## config.mk

```make
export PLATFORM = sky130hd
export DESIGN_NAME = ioxe_exec
export DESIGN_NICKNAME = d
export VERILOG_FILES = /design/src/ioxe_pkg.sv /design/src/ioxe_dec_if.sv /design/src/ioxe_decode.sv /design/src/ioxe_exec.sv
export SDC_FILE = /design/constraint.sdc
export NUM_CORES = 1
export LEC_CHECK = 0
export ABC_AREA = 1
export BUFFER_PORTS_ARGS = -buffer_cell sky130_fd_sc_hd__buf_2
export CAP_MARGIN = 20
export CORE_MARGIN = 2
export CORE_UTILIZATION = 50
export DETAILED_ROUTE_END_ITERATION = 10
export PLACE_DENSITY = 0.85
export SLEW_MARGIN = 10
export SYNTH_ARGS = -nofsm -noshare
export SYNTH_HDL_FRONTEND = slang
export SYNTH_SLANG_ARGS = --single-unit
```

## constraint.sdc

```tcl
create_clock -name CLK_I -period 1.9 [get_ports CLK_I]
set_input_delay 0.095 -clock CLK_I [delete_from_list [all_inputs] [get_ports CLK_I]]
set_output_delay 0.095 -clock CLK_I [all_outputs]
set_load 0.005 [all_outputs]
```

## src/ioxe_pkg.sv

```systemverilog
// constants and types for the increment / or / move execution block
package ioxe_pkg;
  localparam int IW = 14;
  localparam int DW = 8;
  localparam int AW = 7;
  localparam int DEST_BIT = 7;
  localparam int OP_HI = 13;
  localparam int OP_LO = 8;
  localparam int LOP_HI = 13;
  localparam int LOP_LO = 10;
  localparam logic [5:0] OPC_INC_FILE = 6'h0a;
  localparam logic [5:0] OPC_INC_SKIP = 6'h0f;
  localparam logic [5:0] OPC_OR_REG = 6'h04;
  localparam logic [5:0] OPC_COPY_FILE = 6'h08;
  localparam logic [3:0] OPC_LOAD_LIT = 4'hc;
  localparam logic [5:0] OPC_OR_LIT = 6'h38;
  localparam logic [DW-1:0] ONE = 8'h01;
  localparam logic [DW-1:0] ALL_ONES = 8'hff;
  localparam logic [DW-1:0] ZERO = 8'h00;
  localparam logic [IW-1:0] NOP_WORD = 14'h0000;
  typedef enum logic [2:0] {
    OP_NONE = 3'b000,
    OP_INC = 3'b001,
    OP_INCSZ = 3'b010,
    OP_IORL = 3'b011,
    OP_IORW = 3'b100,
    OP_COPY = 3'b101,
    OP_MOVL = 3'b110
  } ioxe_op_e;
endpackage : ioxe_pkg
```

## src/ioxe_dec_if.sv

```systemverilog
// decoded instruction fields passed from decoder to executor
`timescale 1ns/1ps
`default_nettype none
interface ioxe_dec_if;
  import ioxe_pkg::*;
  ioxe_op_e op;
  logic dest;
  logic [AW-1:0] addr;
  logic [DW-1:0] lit;
  modport dec (output op, output dest, output addr, output lit);
  modport exe (input op, input dest, input addr, input lit);
endinterface : ioxe_dec_if
`default_nettype wire

```

## src/ioxe_decode.sv

```systemverilog
// instruction word decoder for the handled group
`timescale 1ns/1ps
`default_nettype none
module ioxe_decode
  import ioxe_pkg::*;
(
  input wire logic [IW-1:0] instr_i, // instruction word
  ioxe_dec_if.dec dec // decoded fields
);
  always_comb
  begin
    dec.dest = instr_i[DEST_BIT];
    dec.addr = instr_i[AW-1:0];
    dec.lit = instr_i[DW-1:0];
    dec.op = OP_NONE;
    if (instr_i[LOP_HI:LOP_LO] == OPC_LOAD_LIT)
      dec.op = OP_MOVL;
    else if (instr_i[OP_HI:OP_LO] == OPC_OR_LIT)
      dec.op = OP_IORL;
    else
      unique case (instr_i[OP_HI:OP_LO])
        OPC_INC_FILE: dec.op = OP_INC;
        OPC_INC_SKIP: dec.op = OP_INCSZ;
        OPC_OR_REG: dec.op = OP_IORW;
        OPC_COPY_FILE: dec.op = OP_COPY;
        default: dec.op = OP_NONE;
      endcase
  end
endmodule : ioxe_decode
`default_nettype wire

```

## src/ioxe_exec.sv

```systemverilog
// execution of increment, increment-skip, or and move instructions
`timescale 1ns/1ps
`default_nettype none
module ioxe_exec
  import ioxe_pkg::*;
(
  input wire logic CLK_I, // core clock
  input wire logic RST_B_I, // sync reset, active low
  input wire logic INSTR_VALID_I, // instruction word valid
  input wire logic [ioxe_pkg::IW-1:0] INSTR_I, // instruction word
  input wire logic [ioxe_pkg::DW-1:0] FILE_RDATA_I, // addressed file data
  output logic [ioxe_pkg::AW-1:0] FILE_ADDR_O, // file register address
  output logic [ioxe_pkg::DW-1:0] FILE_WDATA_O, // file write data
  output logic FILE_WE_O, // file write strobe
  output logic [ioxe_pkg::DW-1:0] ACC_O, // accumulator
  output logic ZERO_FLAG_O, // zero flag
  output logic SKIP_O, // instruction offered in this cycle forced to no-op
  output logic HANDLED_O // valid, unskipped instruction belongs to this group
);
  import ioxe_pkg::*;

  ioxe_dec_if dec_bus ();
  logic [IW-1:0] instr_eff;
  logic skip_q, skip_d;
  logic [DW-1:0] acc_q, acc_d;
  logic zf_q, zf_d;
  logic [DW-1:0] fw_q, fw_d;
  logic fwe_q, fwe_d;
  logic [DW-1:0] result;
  logic upd_z;
  logic live;

  // skipped slot executes as a no-op
  assign live = INSTR_VALID_I && !skip_q;
  assign instr_eff = live ? INSTR_I : NOP_WORD;

  ioxe_decode u_dec (
    .instr_i(instr_eff),
    .dec(dec_bus.dec)
  );

  assign FILE_ADDR_O = dec_bus.addr;

  always_comb
  begin
    result = ZERO;
    upd_z = 1'b0;
    unique case (dec_bus.op)
      OP_INC:
      begin
        result = FILE_RDATA_I + ONE;
        upd_z = 1'b1;
      end
      OP_INCSZ: result = FILE_RDATA_I + ONE;
      OP_IORL:
      begin
        result = acc_q | dec_bus.lit;
        upd_z = 1'b1;
      end
      OP_IORW:
      begin
        result = acc_q | FILE_RDATA_I;
        upd_z = 1'b1;
      end
      OP_COPY:
      begin
        result = FILE_RDATA_I;
        upd_z = 1'b1;
      end
      OP_MOVL: result = dec_bus.lit;
      OP_NONE: result = ZERO;
    endcase
  end

  always_comb
  begin
    acc_d = acc_q;
    zf_d = zf_q;
    fw_d = fw_q;
    fwe_d = 1'b0;
    skip_d = 1'b0;
    if (upd_z)
      zf_d = (result == ZERO);
    if (dec_bus.op == OP_INCSZ)
      skip_d = (result == ZERO);
    if (dec_bus.op == OP_IORL || dec_bus.op == OP_MOVL)
      acc_d = result;
    else if (dec_bus.op != OP_NONE)
    begin
      if (dec_bus.dest)
      begin
        fw_d = result;
        fwe_d = 1'b1;
      end
      else
        acc_d = result;
    end
  end

  always_ff @(posedge CLK_I)
  begin
    if (!RST_B_I)
    begin
      acc_q <= ZERO;
      zf_q <= 1'b0;
      fw_q <= ZERO;
      fwe_q <= 1'b0;
      skip_q <= 1'b0;
    end
    else
    begin
      acc_q <= acc_d;
      zf_q <= zf_d;
      fw_q <= fw_d;
      fwe_q <= fwe_d;
      skip_q <= skip_d;
    end
  end

  assign ACC_O = acc_q;
  assign ZERO_FLAG_O = zf_q;
  assign FILE_WDATA_O = fw_q;
  assign FILE_WE_O = fwe_q;
  assign SKIP_O = skip_q;
  assign HANDLED_O = (dec_bus.op != OP_NONE);
endmodule : ioxe_exec
`default_nettype wire

```

==> flow_summary.toml <==
[logic_synthesis]
syn_area_sq_um = 1540
synth_edf_count = 0
yosysMostFrequentCell = "nand2_1"
ys_top_cells_by_count = "54 x nand2_1, 32 x inv_1, 25 x nor2_1"
netlist_instances = 244
synth-seq-area-share_pct = 24.6
dominantRegCellSynth = "dfxtp_1"
yosys_register_bits = 19
ys_warn_count = 0
synthArstFlopShare_pct = 0
synth_cell_types = 30
yosysTopAreaCellShare_pct = 24.6
yosysTopAreaCell = "dfxtp_1"
syn-num-nets = 270
synth_area_leaders = "dfxtp_1 25%, nand2_1 13%, inv_1 7.8%"
syn_avg_cell_area_sq_um = 6.33

[cts]
cts_buffers = 3
htreeDepth = 1
clockBufferDepth = 2
postCtsHoldBufs = 0
clock-sinks = 19
cts_tree = "built"
clkLatencyLatePin_ns = 0.30
clk_pin_slew_ns = 0.09
cts_root_buf = "clkbuf_4"

[route]
post_drt_wl_per_cell_um = 12.5
vias = 1731
ant_nets = 0
drt_pass1_iterations = 4
vias_per_cell = 5.23
drc = 0
routed_wl_mm = 4.14
drtIter0Drc = 134

[finish]
drive_above_1_share_pct = 31.5
area_growth_pct = 25.7
antenna_cells = 0
fin_area_sq_um = 1940
layoutNonFillerInstCount = 331
n_fill_cell = 257
nets = 325

[pwr]
p_leak_nw = 1.01
vdd_drop_max_uv = 538
power_density_nw_per_um2 = 480

[flow_run]
maxCapViolCount = 0

[place]
placed_area_sq_um = 1800
routabilityCongestion = 0.901
dpl.cell_count = 323
portBuffers = 51
hpwlAfterDp_mm = 3.03
dp_slack_ns = -0.0390

[global_routing]
grt_usage_pct = 23.4
grt_overflow = 0
grt_start_max_net_pins = 19
grt_first_pass_wirelength_mm = 6.38
grt_pass1_vias = 1443
antenna_found_initial = 0

[sta]
period_needed_ns = 1.87
max_slew_margin_pct = 75.5
finalSetupViolCount = 0
tightest_slew_ns = 0.368
grt_setup_unrepaired = "true"
fin_worst_skew_ns = 0.00591
fmax_mhz = 534
fin_crit_sh_pct = 98.6
finalWorstSetupSlack_ns = 0.0261
finalHoldViolations = 0
finalMaxSlewViolations = 0

[critical_path]
critPathKind = "reg2out"
required_ns = 1.80
worst_setup_path_start_kind = "register"
critPathArrivalTime_ns = 1.78
crit_path_max_fanout = 5
reg2reg_depth = 14
endpoint_kind = "primary output"

[floorplanning]
fp.dieW_um = 59.6
core_area_sq_um = 3000
rows = 20
initial_core_util_pct = 51.4
die_h_um = 59.6
die_area_sq_um = 3550
io_pins = 52

[min_path]
hold_depth = 4
hold_class = "in2reg"

[outcome]
status = "finished, final reports clean"
[metal layers]
| layer | routed length [um] | track usage [%] | vias up |
|---|---|---|---|
| li1 | - | - | 900 |
| met1 | 1900 | 33.6 | 752 |
| met2 | 1880 | 37.2 | 68 |
| met3 | 275 | 1.97 | 11 |
| met4 | 76 | 7.30 | 0 |
| met5 | 0 | 0 | - |
[flip-flops by register name, summed over array words and instances, names as in the netlist]
register and cells:
ACC_O 8, FILE_WDATA_O 8, FILE_WE_O 1, SKIP_O 1, ZERO_FLAG_O 1
[final cells by class]
cell class / count / area, sq um / share of cell area (%)
clock inverters: 1 / 5.00 / 0.258
inverters: 36 / 140 / 7.22
well taps: 33 / 41.3 / 2.13
multi-input cells: 181 / 1030 / 52.9
clock buffers: 3 / 22.5 / 1.16
repair buffers: 58 / 324 / 16.7
flip-flops and latches: 19 / 382 / 19.7
[power by group]
group / internal [W] / switching, W / leakage (nW)
Combinational: 0.000120 / 0.000176 / 0.834
Sequential: 0.000421 / 0.0000170 / 0.155
Clock: 0.0000786 / 0.000120 / 0.0177
Total: 0.000619 / 0.000313 / 1.01
[stage by stage]
| stage | TNS (ns) | hold slack, ns | util, % | total power, W |
|---|---|---|---|---|
| after floorplan | 0 | 0.230 | - | 0.000618 |
| after global placement | 0 | 0.472 | 59.8 | 0.000707 |
| after detailed placement | -0.0637 | 0.446 | 59.8 | 0.000713 |
| after CTS | 0 | 0.127 | 61.5 | 0.000912 |
| after global routing | -0.717 | 0.128 | 64.6 | 0.000998 |
| final | 0 | 0.124 | 64.6 | 0.000932 |
[kinds of logic after synthesis]
family / after synthesis / share of synthesized area [%]
DFF: 19 / 24.6
and+or+nand+nor: 130 / 43.2
xor gates and xnor gates: 4 / 2.27
adders and majority gates: 1 / 0.810
AOI/OAI and AO/OA: 46 / 15.9
buffers and inverters: 44 / 13.2
[repair_timing]
action	CTS	global route
setup endpoints to repair	3	17
pin swaps	0	1
gates resized for setup	3	13
buffers inserted	2	2
[final timing paths]
| path | slack (ns) | start | end |
|---|---|---|---|
| worst max register to register | 0.08 | SKIP_O$_SDFF_PN0_ | ZERO_FLAG_O$_SDFFE_PN0P_ |
| worst min register to register | 0.52 | FILE_WDATA_O[7]$_SDFFE_PN0P_ | FILE_WDATA_O[7]$_SDFFE_PN0P_ |
| worst min-delay path | 0.12 | INSTR_I[13] | SKIP_O$_SDFF_PN0_ |
| worst max-delay path | 0.03 | SKIP_O$_SDFF_PN0_ | HANDLED_O |
[placed cells by master, fill, tap and decap left out, types with 3 or more instances in the layout]
| cell type | count |
|---|---|
| nand3b_1 | 4 |
| nand3_2 | 3 |
| nor3_4 | 3 |
| o21ai_0 | 19 |
| nor2_1 | 23 |
| o21ai_1 | 5 |
| nand3_1 | 19 |
| clkbuf_4 | 3 |
| nand4_1 | 5 |
| nor3_1 | 3 |
| nor2_4 | 5 |
| xor2_1 | 3 |
| inv_1 | 32 |
| buf_4 | 5 |
| nor2_2 | 4 |
| nand2_1 | 53 |
| a21oi_1 | 18 |
| buf_2 | 51 |
| o21ai_2 | 3 |
| dfxtp_1 | 18 |
| nand3_4 | 3 |
[critical path, stage by stage, from the launching register on]
cell and delay (ns):
dfxtp_2 0.35, inv_4 0.09, nand2_8 0.07, nor2_4 0.15, inv_4 0.09, nand3_4 0.13, o21ai_2 0.06, inv_1 0.07
nand4_1 0.10, nor2_2 0.17, inv_1 0.07, buf_2 0.12
No activity file was read; power rests on OpenSTA's default activity.
